[src/rtl/plc_timer_counter_unit_params.svh]
// Constants of the scan-driven timer and counter unit
`ifndef PLC_TIMER_COUNTER_UNIT_PARAMS_SVH
`define PLC_TIMER_COUNTER_UNIT_PARAMS_SVH
`define CLK_PERIOD_NS 10
`define BASE_SLOW_MS 100
`define BASE_FAST_MS 10
`define NS_PER_MS 1000000
`define VALUE_ZERO 16'h0000
`define VALUE_MAX 16'hFFFF
`define VALUE_ONE 16'h0001
`endif

[src/rtl/plc_timer_counter_pkg.sv]
// Types shared by the timer and counter unit
`default_nettype none
package plc_timer_counter_pkg;
    typedef enum logic [3:0] {
        on_delay_timer,
        off_delay_timer,
        integral_timer,
        monostable_timer,
        retrigger_timer,
        count_up_unit,
        count_down_unit,
        bidirectional_counter,
        wraparound_counter
    } func_t;
    typedef logic [15:0] value_t;
endpackage
`default_nettype wire

[src/rtl/tick_if.sv]
// Time-base tick carrier between the divider and the unit
`default_nettype none
interface tick_if;
    logic tick_fast;
    logic tick_slow;
    modport src (output tick_fast, output tick_slow);
    modport dst (input tick_fast, input tick_slow);
endinterface
`default_nettype wire

[src/rtl/plc_timer_counter_unit.sv]
// Scan-driven PLC timer and counter element
// Operation
// - On-delay: value from zero counts up while input on; output at preset; off clears.
// - Off-delay: input on loads preset, output on; off counts down, output off at zero.
// - Time base is 100 ms or 10 ms per count unit.
// - Integral timer keeps its value when input drops and resumes counting later.
// - Integral timer output turns on when value reaches preset.
// - Integral timer value is cleared only by explicit reset or by entry into run mode.
// - Monostable: like off-delay but input changes ignored while counting down.
// - Retrigger timer reloads preset on every input rising edge, even while counting.
// - Timing error stays within plus two and minus one scan.
// - Counters count once per input rising edge only.
// - Counter preset and value are 16-bit unsigned, max 65535.
// - Up counter output at preset; keeps counting, saturates at maximum.
// - Up counter reset clears value and output.
// - Down counter loads preset on entry into run mode.
// - Down counter decrements per rising edge; output on at zero.
// - Up-down counter: up edges increment, down edges decrement; an up and a down edge in the same scan leave the value unchanged.
// - Up-down counter output on while value at or above preset.
// - Ring counter counts to preset, output on, next edge clears both.
`include "plc_timer_counter_unit_params.svh"
`default_nettype none
module plc_timer_counter_unit
    import plc_timer_counter_pkg::*;
#(
    parameter int FAST_CYCLES = (`BASE_FAST_MS * `NS_PER_MS) / `CLK_PERIOD_NS
) (
    input wire logic sys_clk,
    input wire logic rstn,
    input wire plc_timer_counter_pkg::func_t func_sel,
    input wire logic base_fast,
    input wire plc_timer_counter_pkg::value_t preset,
    input wire logic scan_strobe,
    input wire logic run_entry,
    input wire logic cond_in,
    input wire logic down_in,
    input wire logic reset_in,
    output plc_timer_counter_pkg::value_t current_value,
    output logic out_relay
);
    import plc_timer_counter_pkg::*;

    ////////////////////////////////////////////////////////////////////////
    // Tick source and accumulation between scans
    tick_if ticks ();
    time_base_divider #(.FAST_CYCLES(FAST_CYCLES)) u_div (
        .sys_clk(sys_clk),
        .rstn(rstn),
        .ticks(ticks)
    );

    value_t val_q, val_d;
    value_t pend_q, pend_d;
    logic out_q, out_d;
    logic cond_q, cond_d;
    logic down_q, down_d;
    logic tick;

    function automatic value_t sat_add(input value_t a, input value_t b);
        logic [16:0] s;
        s = {1'b0, a} + {1'b0, b};
        return s[16] ? `VALUE_MAX : s[15:0];
    endfunction

    function automatic value_t sat_sub(input value_t a, input value_t b);
        return (a > b) ? value_t'(a - b) : `VALUE_ZERO;
    endfunction

    assign tick = base_fast ? ticks.tick_fast : ticks.tick_slow;

    ////////////////////////////////////////////////////////////////////////
    // Scan evaluation
    // Inputs come from the scan engine on this clock, so no synchroniser.
    logic rise, fall, rise_dn;
    always_comb begin
        value_t el;
        el = `VALUE_ZERO;
        rise = cond_in && !cond_q;
        fall = !cond_in && cond_q;
        rise_dn = down_in && !down_q;
        val_d = val_q;
        out_d = out_q;
        cond_d = cond_q;
        down_d = down_q;
        // Ticks pile up so a long scan loses no time
        pend_d = tick ? sat_add(pend_q, `VALUE_ONE) : pend_q;
        if (scan_strobe) begin
            el = pend_d;
            pend_d = `VALUE_ZERO;
            cond_d = cond_in;
            down_d = down_in;
            unique case (func_sel)
                on_delay_timer: begin
                    if (cond_in) begin
                        val_d = cond_q ? sat_add(val_q, el) : `VALUE_ZERO;
                        out_d = (val_d >= preset);
                    end else begin
                        val_d = `VALUE_ZERO;
                        out_d = 1'b0;
                    end
                end
                integral_timer: begin
                    if (cond_in && cond_q) begin
                        val_d = sat_add(val_q, el);
                    end
                    out_d = (val_d >= preset);
                end
                off_delay_timer, monostable_timer, retrigger_timer: begin
                    if (func_sel == off_delay_timer && cond_in) begin
                        val_d = preset;
                        out_d = 1'b1;
                    end else if (func_sel == monostable_timer && rise && !out_q) begin
                        val_d = preset;
                        out_d = 1'b1;
                    end else if (func_sel == retrigger_timer && rise) begin
                        val_d = preset;
                        out_d = 1'b1;
                    end else if (out_q && (func_sel != off_delay_timer || !fall)) begin
                        // Countdown starts on the scan after the drop: error within +2/-1 scans
                        val_d = sat_sub(val_q, el);
                        out_d = (val_d != `VALUE_ZERO);
                    end
                end
                count_up_unit: begin
                    if (rise) begin
                        val_d = sat_add(val_q, `VALUE_ONE);
                    end
                    out_d = (val_d >= preset);
                end
                count_down_unit: begin
                    if (rise) begin
                        val_d = sat_sub(val_q, `VALUE_ONE);
                    end
                    out_d = (val_d == `VALUE_ZERO);
                end
                bidirectional_counter: begin
                    if (rise && !rise_dn) begin
                        val_d = sat_add(val_q, `VALUE_ONE);
                    end else if (rise_dn && !rise) begin
                        val_d = sat_sub(val_q, `VALUE_ONE);
                    end
                    out_d = (val_d >= preset);
                end
                wraparound_counter: begin
                    if (rise) begin
                        if (out_q) begin
                            val_d = `VALUE_ZERO;
                            out_d = 1'b0;
                        end else begin
                            val_d = sat_add(val_q, `VALUE_ONE);
                            out_d = (val_d >= preset);
                        end
                    end
                end
                default: begin
                    val_d = val_q;
                end
            endcase
            if (reset_in) begin
                // Down counter reset reloads preset; others clear
                val_d = (func_sel == count_down_unit) ? preset : `VALUE_ZERO;
                out_d = (func_sel == count_down_unit) && (preset == `VALUE_ZERO);
            end
        end
        if (run_entry) begin
            pend_d = `VALUE_ZERO;
            cond_d = 1'b0;
            down_d = 1'b0;
            val_d = (func_sel == count_down_unit) ? preset : `VALUE_ZERO;
            out_d = (func_sel == count_down_unit) && (preset == `VALUE_ZERO);
        end
    end

    always_ff @(posedge sys_clk or negedge rstn) begin
        if (!rstn) begin
            val_q <= `VALUE_ZERO;
            pend_q <= `VALUE_ZERO;
            out_q <= 1'b0;
            cond_q <= 1'b0;
            down_q <= 1'b0;
        end else begin
            val_q <= val_d;
            pend_q <= pend_d;
            out_q <= out_d;
            cond_q <= cond_d;
            down_q <= down_d;
        end
    end

    assign current_value = val_q;
    assign out_relay = out_q;
endmodule
`default_nettype wire

[src/rtl/time_base_divider.sv]
// Divider producing 10 ms and 100 ms tick enables
`include "plc_timer_counter_unit_params.svh"
`default_nettype none
module time_base_divider #(
    parameter int FAST_CYCLES = (`BASE_FAST_MS * `NS_PER_MS) / `CLK_PERIOD_NS,
    parameter int SLOW_DIV = `BASE_SLOW_MS / `BASE_FAST_MS
) (
    input wire logic sys_clk,
    input wire logic rstn,
    tick_if.src ticks
);
    logic [31:0] fast_cnt_q, fast_cnt_d;
    logic [7:0] slow_cnt_q, slow_cnt_d;
    logic fast_hit, slow_hit;

    // Refused at elaboration: the slow counter is only eight bits wide
    if (FAST_CYCLES < 1 || SLOW_DIV < 1 || SLOW_DIV > 255) begin
        $error("time_base_divider: bad divider parameters");
    end

    always_comb begin
        fast_hit = (fast_cnt_q == 32'(FAST_CYCLES - 1));
        slow_hit = fast_hit && (slow_cnt_q == 8'(SLOW_DIV - 1));
        fast_cnt_d = fast_hit ? 32'h0000_0000 : fast_cnt_q + 32'h0000_0001;
        slow_cnt_d = slow_cnt_q;
        if (fast_hit) begin
            slow_cnt_d = slow_hit ? 8'h00 : slow_cnt_q + 8'h01;
        end
    end

    always_ff @(posedge sys_clk or negedge rstn) begin
        if (!rstn) begin
            fast_cnt_q <= 32'h0000_0000;
            slow_cnt_q <= 8'h00;
        end else begin
            fast_cnt_q <= fast_cnt_d;
            slow_cnt_q <= slow_cnt_d;
        end
    end

    assign ticks.tick_fast = fast_hit;
    assign ticks.tick_slow = slow_hit;
endmodule
`default_nettype wire

[config.mk]
export PLATFORM = sky130hd
export DESIGN_NAME = plc_timer_counter_unit
export DESIGN_NICKNAME = d
export VERILOG_FILES = /design/src/rtl/plc_timer_counter_pkg.sv /design/src/rtl/tick_if.sv /design/src/rtl/plc_timer_counter_unit.sv /design/src/rtl/time_base_divider.sv
export VERILOG_INCLUDE_DIRS = /design/src /design/src/rtl
export SDC_FILE = /design/constraint.sdc
export NUM_CORES = 1
export LEC_CHECK = 0
export ABC_AREA = 1
export BUFFER_PORTS_ARGS = -buffer_cell sky130_fd_sc_hd__buf_4
export CORE_ASPECT_RATIO = 0.8
export CORE_MARGIN = 4
export CORE_UTILIZATION = 45
export DETAILED_ROUTE_END_ITERATION = 8
export PLACE_DENSITY_LB_ADDON = 0.25
export SETUP_SLACK_MARGIN = 0.05
export SYNTH_ARGS = -nofsm -noshare
export SYNTH_HDL_FRONTEND = slang
export SYNTH_HIERARCHICAL = 1
export SYNTH_SLANG_ARGS = --single-unit
[constraint.sdc]
create_clock -name sys_clk -period 10.4 [get_ports sys_clk]
set_input_delay 2.08 -clock sys_clk [delete_from_list [all_inputs] [get_ports sys_clk]]
set_output_delay 2.08 -clock sys_clk [all_outputs]
set_load 0.1 [all_outputs]
Yosys cells after proc, flatten, opt, wreduce, memory -nomap -nowiden:

Cells that the tools add are included.

* add/subtract/negate cells: 7
* $lt $le $gt $ge: 7
* eq/ne operators: 13
* multiplexer cells: 52
* reductions and logical operators: 29

Operators by type and width (number)
* $mux W16: 33
* $pmux W16 S7: 1
* $ge A16 B16 Y1: 5
* $add A16 B1 Y17 const B: 2
* $add A32 B1 Y32 const B: 1
* $eq A32 B20 Y1 const B: 1
* $logic_not A16 Y1: 2
* $mux W32: 1
* $add A16 B16 Y17: 1
* $eq A4 B3 Y1 const B: 4
* $gt A16 B1 Y1 const B: 1
* $gt A16 B16 Y1: 1
* $reduce_bool A16 Y1: 1
* $sub A16 B1 Y16 const B: 1
* $sub A16 B16 Y16: 1
* $mux W1: 15
* $logic_and A1 B1 Y1: 13
* $reduce_bool A9 Y1: 1
* $add A8 B1 Y8 const B: 1
* $eq A4 B2 Y1 const B: 2
* $eq A8 B4 Y1 const B: 1
* $mux W8: 1
* $logic_not A1 Y1: 7
* $ne A7 B7 Y1 const B: 1
* other kinds (10): 10

* bits in registers: 75
* input port bits: 28
* logic and storage cells: 115

Depth between registers and ports, before layout:

Gate-level depths: netlist (run 1).

* depth in word-level cells: 15
* depth in mapped cells: 44

Cells and area by module:

The synthesis (run 1) kept the hierarchy.

By module, submodules not included
* plc_timer_counter_unit: times used 1, cells each 1524, area each 8782.2 sq um, sequential area each 875.8 sq um
* time_base_divider: times used 1, cells each 393, area each 2616.3 sq um, sequential area each 1001.0 sq um

Worst setup path before layout (run 1):

No wires, ideal clock.

* kind: input to register
* from: in base_fast
* to: reg out_q, in the netlist out_relay
* setup time: 0.125 ns
* data arrival time: 5.813 ns
* data required time: 10.275 ns
* setup slack: 4.462 ns
* cell stages on the path: 36
* cells stage by stage: inv_1 nand2_1 nand2_1 inv_1 nor2_1 nand3_1 inv_1 nand4_1 nor2_1 nand3_1 inv_1 o21ai_0 a21oi_1 inv_1 ha_1 nand2_1 nor3_1 and2_1 nand2_2 nand2_2 inv_4 buf_6 a21oi_4 nand2_1 o21ai_0 ha_1 a21oi_1 o21ai_0 a21oi_1 nand3_1 nand2_1 nand3_1 nor2_1 nand3_1 nand2_1 a21oi_1

* cells in the longest elaborated chain, start to end: 13

RTL lines
* start, declared: RTL line plc_timer_counter_unit.sv:31 `input wire logic base_fast,`
* $mux W1 *: RTL line plc_timer_counter_unit.sv:69 `assign tick = base_fast ? ticks.tick_fast : ticks.tick_slow;`
* $mux W16 *: RTL line plc_timer_counter_unit.sv:86 `` pend_d = tick ? sat_add(pend_q, `VALUE_ONE) : pend_q; ``
* parallel branches: the longest is 7 deep, another holds $add A16 B16 Y17
* $pmux W1 S7 *: RTL line plc_timer_counter_unit.sv:92 `unique case (func_sel)`
* $mux W1 *: RTL line plc_timer_counter_unit.sv:159 `if (reset_in) begin`
* $mux W1 *: RTL line plc_timer_counter_unit.sv:87 `if (scan_strobe) begin`
* $mux W1 *: RTL line plc_timer_counter_unit.sv:165 `if (run_entry) begin`
* end signal, assigned: RTL line plc_timer_counter_unit.sv:184 `out_q <= out_d;`
* end, declared: RTL line plc_timer_counter_unit.sv:54 `logic out_q, out_d;`

Every way passes the cells marked *. The select of a mux whose other input is x is not followed.
A chain may end at the register's enable or synchronous reset.

Worst setup path in the final report (run 1):

Same ends and word-level chain as after synthesis.

==> results of run 1 <==
[path summary, 6_finish.rpt]
check | end | startpoint
min reg2reg | u_div/fast_cnt_q[0] | u_div/fast_cnt_q[0]
max | out_relay | base_fast
min in group asynchronous | u_div/slow_cnt_q[5] | rstn
max in group asynchronous | pend_q[10] | rstn
max reg2reg | out_relay | u_div/fast_cnt_q[0]
min | u_div/fast_cnt_q[0] | u_div/fast_cnt_q[0]
[final cells by class]
type	count	area share
clock inverters	7	0.0101
inverters	272	0.0834
well taps	318	0.0324
repair buffers	54	0.0330
multi-input cells	1518	0.670
flip-flops and latches	75	0.153
clock buffers	9	0.0184
[through the flow]
stage	utilization	total power [mW]	std cells	worst slack, ns
floorplan	-	0.793	1917	4.46
global placement	0.484	0.970	2237	3.48
detailed placement	0.484	0.975	2237	3.32
CTS	0.498	1.36	2253	3.67
global route	0.498	1.45	2253	2.86
finish	0.498	1.37	2253	3.55
[cells in the final DEF, fill, tap and decap left out, types with 3 or more instances in the layout]
cell type,n
nand2_1,535
inv_1,261
nor2_1,241
nand3_1,143
a21oi_1,135
ha_1,119
o21ai_0,84
dfrtp_1,75
buf_4,54
xor2_1,38
nand4_1,29
nor3_1,24
o211ai_1,23
nor2_2,22
nand2_2,15
inv_2,10
clkbuf_16,9
a22oi_1,8
o21bai_1,8
nand3b_1,7
o21ai_1,7
a21boi_1,7
nor4_1,6
nor2_4,5
a21o_1,5
nand3_2,5
o221ai_1,5
nor3_2,3
and2_1,3
nor3_4,3
and3_1,3
or2_2,3
o21a_1,3
bufinv_16,3
xnor2_1,3
[flip-flops by register name, indices dropped and copies added, names as in the netlist]
name	cells
u_div/slow_cnt_q	8
cond_q	1
down_q	1
current_value	16
u_div/fast_cnt_q	32
out_relay	1
pend_q	16
[synth_stat cells (2+ instances only)]
library cell  count
nand3b_1          7
nor3_4            3
xnor2_1           3
fa_1              2
a22oi_1           8
a21boi_1          7
o21ai_0          84
ha_1            119
o21ai_1           7
and3_1            3
nor3_2            3
o21a_1            3
nand3_2           5
nor2_2           22
nor3_1           24
xor2_1           38
and2_1            3
nand2_1         535
a21oi_2           2
nor2_1          241
nor2_4            5
o31ai_1           2
buf_6             3
buf_2            28
inv_1           261
a21oi_4           2
or2_2             3
nand3_1         143
clkbuf_1         14
buf_1             2
dfrtp_1          75
buf_4             4
nor4_1            6
a21o_1            5
o221ai_1          5
o211ai_1         23
nand2_2          15
a21oi_1         135
o22ai_1           2
nand4_1          29
o21bai_1          8
a211oi_1          2
inv_2            10
[power groups by stage]
stage          sequential, mW  clock, mW  combinational [mW]
6_report                0.337      0.380               0.650
5_1_grt                 0.337      0.397               0.719
4_1_cts                 0.336      0.385               0.637
3_5_place_dp            0.341          0               0.634
3_3_place_gp            0.341          0               0.628
2_1_floorplan           0.380          0               0.413
[layer usage]
metal  up-vias  GRT usage
met3        78     0.0372
met1      5812      0.432
met2       682      0.413
met4         0     0.0736
met5         -          0
li1       6247          -
[cells by family (layout without fill, tap and decap cells)]
kind of cell	after synthesis	in the layout	share of synthesized area
flops	75	75	0.165
xor+xnor	41	41	0.0315
compound gates	303	303	0.155
simple gates	1053	1053	0.400
buf+inv	324	342	0.114
fa+ha+maj	121	121	0.134
==> results.md, run 1 <==
* Worst hold path type: register to register
* Flop2flop setup slack at 4.15 ns
* Post-CTS sizing at 0
* Global-route usage over all layers at 0.282
* Worst Reg-to-Reg Cells at 42
* Initial core utilization at 0.463
* Hold path depth at 1
* Post-route cell area at 12,300 sq um
* CTS tree: built
* Routed len/inst at 17.6 um
* Pins Over Slew Limit at 0
* Syn_nets at 2,066
* Yosys warns at 6
* Family with the most delay on the worst path: simple AND/OR/NAND/NOR gates
* Yosys top cell area share at 0.176
* Final period util at 0.658
* Diode count at 0
* # DRC at 0
* Leading area contributor after synthesis: nand2_1
* Core Footprint at 24,600 sq um
* RSZ-0062 raised after global routing: no
* Worst-Margin Slew at 1.11 ns
* Vias in the first global route at 11.4k
* Main area contributors after synthesis: nand2_1 18%, dfrtp_1 16%, ha_1 13%
* Initial antenna violation count at 0
* Largest net degree at the start of global routing at 76
* First-pass GRT wire length at 62.3 mm
* Antenna Violating Nets Remaining at 0
* Worst EP arrival at 7.12 ns
* Sw Share at 0.467
* Initial drt markers at 1,363
* Final Hold Vio Count at 0
* DRT Pass-1 Iters at 5
* Yosys cell types at 59
* Site Rows at 51
* Total gr overflow at 0
* Via density per instance at 5.69
* Clk slew on worst S/H paths at 0.07 ns
* Htree depth at 3
* Status: finished clean
* Met2 wire length at 16.1 mm
* Clk buf depth at 2
* DR vias at 12.8k
* Highest Signal Layer: met4
* Fin Setup TNS at 0 ns
* Nets at 2,079
* Setup CP Type: input pin to register
* Met1 wire length at 18.5 mm
* Synthesized area at 11,400 sq um
* Slew Limit Headroom at 0.256
* Max_cap viols at 0
* Cts hold-fix bufs at 0
* Seq/Total Area, Yosys at 0.165
* I/O Buffers at 44
* DP Wirelength at 31.7 mm
* Die width at 186 um
* WP buf/inv at 7
* Die ar. at 28,000 sq um
* WL met3 at 3.92 mm
* Maximum vdd drop at 0.0845 mV
* Area grow syn2layout at 7.66%
* Most frequent CP cell: nand2_1
* Clk sinks at 75
* Logic gate share of total power at 0.475
* Layout cells sized above 1 at 0.0786
* RePlAce Congestion at 1.00
* Int Power at 0.729 mW
* P_sw at 0.638 mW
* Die span in y at 150 um
* FF/Latch Area at 1880 sq um
* Clock share of power at 0.278
* Seq pwr share at 0.246
* Num ports at 45
* Worst Path Max Fanout at 17
* Period minus WS final at 6.85 ns
* Leakage power total at 6.53 nW
* Synthesized area per cell at 5.95 sq um
* Critical-path top delay cell: ha_1
* Ys async rst share at 1.00
* Clock root buffer: clkbuf_16
* Final Skew at 0.00757 ns
* FILL cells at 2,519
* Levels on crit path at 38
* Peak Freq at 146 MHz
* Worst endpoint required time at 10.68 ns
* Crit start category: input pin
* Post-CTS setup buffers at 0
* Post-synth EDFFs at 0
* Power Density at 111 nW/um^2
* Num CTS Buffers at 9
* Post-DP Area at 11,900 sq um
* Final wirelength at 39.7 mm
* Synth Instances at 1,917
* Max incr delay on CP at 0.37 ns
* Final setup vio count at 0
* Setup crit end kind: register
* Main synth FF type: dfrtp_1
* Multi-input gate area at 8220 sq um
* Synth Register Bits at 75
* Clk_lat worst skew at 0.35 ns
* Minimum hold slack at 0.484 ns
(Power assumes the default switching activity.)
==> run 2: changes to the inputs <==
==> constraint.sdc (replaced) <==
create_clock -name sys_clk -period 6.5 [get_ports sys_clk]
set_input_delay 1.3 -clock sys_clk [delete_from_list [all_inputs] [get_ports sys_clk]]
set_output_delay 1.3 -clock sys_clk [all_outputs]
set_load 0.1 [all_outputs]
==> run 2 against run 1 <==
Against the previous run:
- via count down 0.42%
- highest routed layer unchanged
- combinational power is 62% higher
- sequential share of layout area decreased by 0.057 points
- critical path type is now register to register
==> results.md, run 2 (synthesis gave the netlist of run 1 again) <==
* Status: finished clean
* Nets at 2,083
* GR peak layer: met2
* Minimum hold slack at 0.475 ns
* Via density per instance at 5.66
* GRT met1 Usage at 0.418
* Pins Over Slew Limit at 0
* Commonest cells after routing, fill and taps aside: 534 x nand2_1, 261 x inv_1, 240 x nor2_1
* Most frequent CP cell: nand2_1
* Crit path capture: out_relay
* Final wirelength at 40.3 mm
* Htree depth at 3
* Leakage power total at 6.55 nW
* Sw Share at 0.488
* Final Skew at 0.00963 ns
* Antenna Violating Nets Remaining at 0
* Placed Instances at 2,241
* Worst Path Max Fanout at 7
* Largest net degree at the start of global routing at 76
* Worst Reg-to-Reg Cells at 43
* R2r endpoint: out_relay
* Die width at 186 um
* Clk_lat worst skew at 0.36 ns
* Total gr overflow at 0
* Critical R2R Launch: u_div/fast_cnt_q[0]
* Power Density at 173 nW/um^2
* Cts hold-fix bufs at 0
* # DRC at 0
* Routed len/inst at 17.8 um
* Max reg flops at 32
* Initial core utilization at 0.463
* Worst hold path type: register to register
* Core Footprint at 24,600 sq um
* Initial drt markers at 1,243
* Final period util at 0.915
* Maximum vdd drop at 0.130 mV
* FILL cells at 2,633
* Final Hold Vio Count at 0
* Initial antenna violation count at 0
* Area grow syn2layout at 8.07%
* Die span in y at 150 um
* Seq pwr share at 0.253
* Fin util at 0.500
* DP Wirelength at 32.0 mm
* Logic gate share of total power at 0.492
* Setup WS pre-CTS at 0.118 ns
* Site Rows at 51
* Critical-path top delay cell: ha_2
* Setup crit end kind: register
* Clock share of power at 0.255
* Final worst setup slack at 0.551 ns
* CTS tree: built
* Worst EP arrival at 6.23 ns
* Clk buf depth at 2
* Biggest register: u_div/fast_cnt_q
* Max_cap viols at 0
* Crit start category: register
* Clk slew on worst S/H paths at 0.07 ns
* Num CTS Buffers at 9
* Vias in the first global route at 11.6k
* Worst endpoint required time at 6.78 ns
* Met3 usage at 0.0679
* I/O Buffers at 44
* RSZ-0062 raised after global routing: no
* P_sw at 1.04 mW
* Met2 GRT Util at 0.419
* Max incr delay on CP at 0.39 ns
* Slew Limit Headroom at 0.260
* Layout cells sized above 1 at 0.0851
* Peak Freq at 168 MHz
* Flop2flop setup slack at 0.55 ns
* Num ports at 45
* First-pass GRT wire length at 62.7 mm
* DR vias at 12.8k
* Fin Setup TNS at 0 ns
* Die ar. at 28,000 sq um
* DRT Pass-1 Iters at 5
* Clock root buffer: clkbuf_16
* Critical Path Source: u_div/fast_cnt_q[0]
* Worst-Margin Slew at 1.11 ns
* Setup CP Type: register to register
* RePlAce Congestion at 1.00
* Most common cell after layout, fill and taps aside: nand2_1
* Global-route usage over all layers at 0.284
* Diode count at 0
* Final setup vio count at 0
* Non-Filler Instances at 2,257
* Hold path depth at 1
* Clk sinks at 75
* Period minus WS final at 5.95 ns
* Int Power at 1.09 mW
[run 2: timing repair]
item                       CTS  global route
hold endpoints to repair     0             0
buffers inserted             0             0
gates resized for setup      0            17
setup endpoints to repair    0             1
[run 2: area by class of cell]
class                           instances  area (sq um)  area share
Multi-Input combinational cell       1518          8270       0.671
Sequential cell                        75          1880       0.152
Timing Repair Buffer                   58           435      0.0353
Tap cell                              318           398      0.0323
Inverter                              272          1030      0.0835
Clock inverter                          7          83.8     0.00681
Clock buffer                            9           225      0.0183
[run 2: power groups by stage]
stage	clock network, mW	logic, mW	registers [mW]
2_1_floorplan	0	0.661	0.608
6_report	0.544	1.05	0.541
3_5_place_dp	0	1.02	0.547
4_1_cts	0.557	1.02	0.538
5_1_grt	0.574	1.16	0.541
3_3_place_gp	0	1.01	0.548
[run 2: worst min-delay path by stage]
| stage | from | endpoint | slack (ns) |
|---|---|---|---|
| after floorplan | u_div/fast_cnt_q[0] | u_div/fast_cnt_q[0] | 0.43 |
| after global placement | u_div/fast_cnt_q[0] | u_div/fast_cnt_q[0] | 0.46 |
| after detailed placement | u_div/fast_cnt_q[0] | u_div/fast_cnt_q[0] | 0.47 |
| after CTS | u_div/fast_cnt_q[0] | u_div/fast_cnt_q[0] | 0.48 |
| after global routing | u_div/fast_cnt_q[0] | u_div/fast_cnt_q[0] | 0.52 |
| final | u_div/fast_cnt_q[0] | u_div/fast_cnt_q[0] | 0.48 |
[run 2: critical path, delay by kind of cell, from the launching register on]
kind,cells,cell delay [ns]
buf+inv,7,0.58
flops,1,0.38
fa+ha+maj,3,0.88
compound gates,7,1.03
simple gates,26,3.00
[run 2: per-layer routing]
layer  share of wire  routed length (um)  vias to the layer above
li1                -                   -                     6241
met1            0.46               18600                     5855
met2            0.42               16800                      600
met3           0.098                3950                       69
met4           0.022                 904                        0
met5               0                   0                        -
[run 2: through the flow]
stage | power [mW] | instance area, sq um
3_5_place_dp | 1.57 | 12000
5_1_grt | 2.27 | 12300
3_3_place_gp | 1.56 | 12000
4_1_cts | 2.12 | 12300
2_1_floorplan | 1.27 | 11400
6_report | 2.14 | 12300
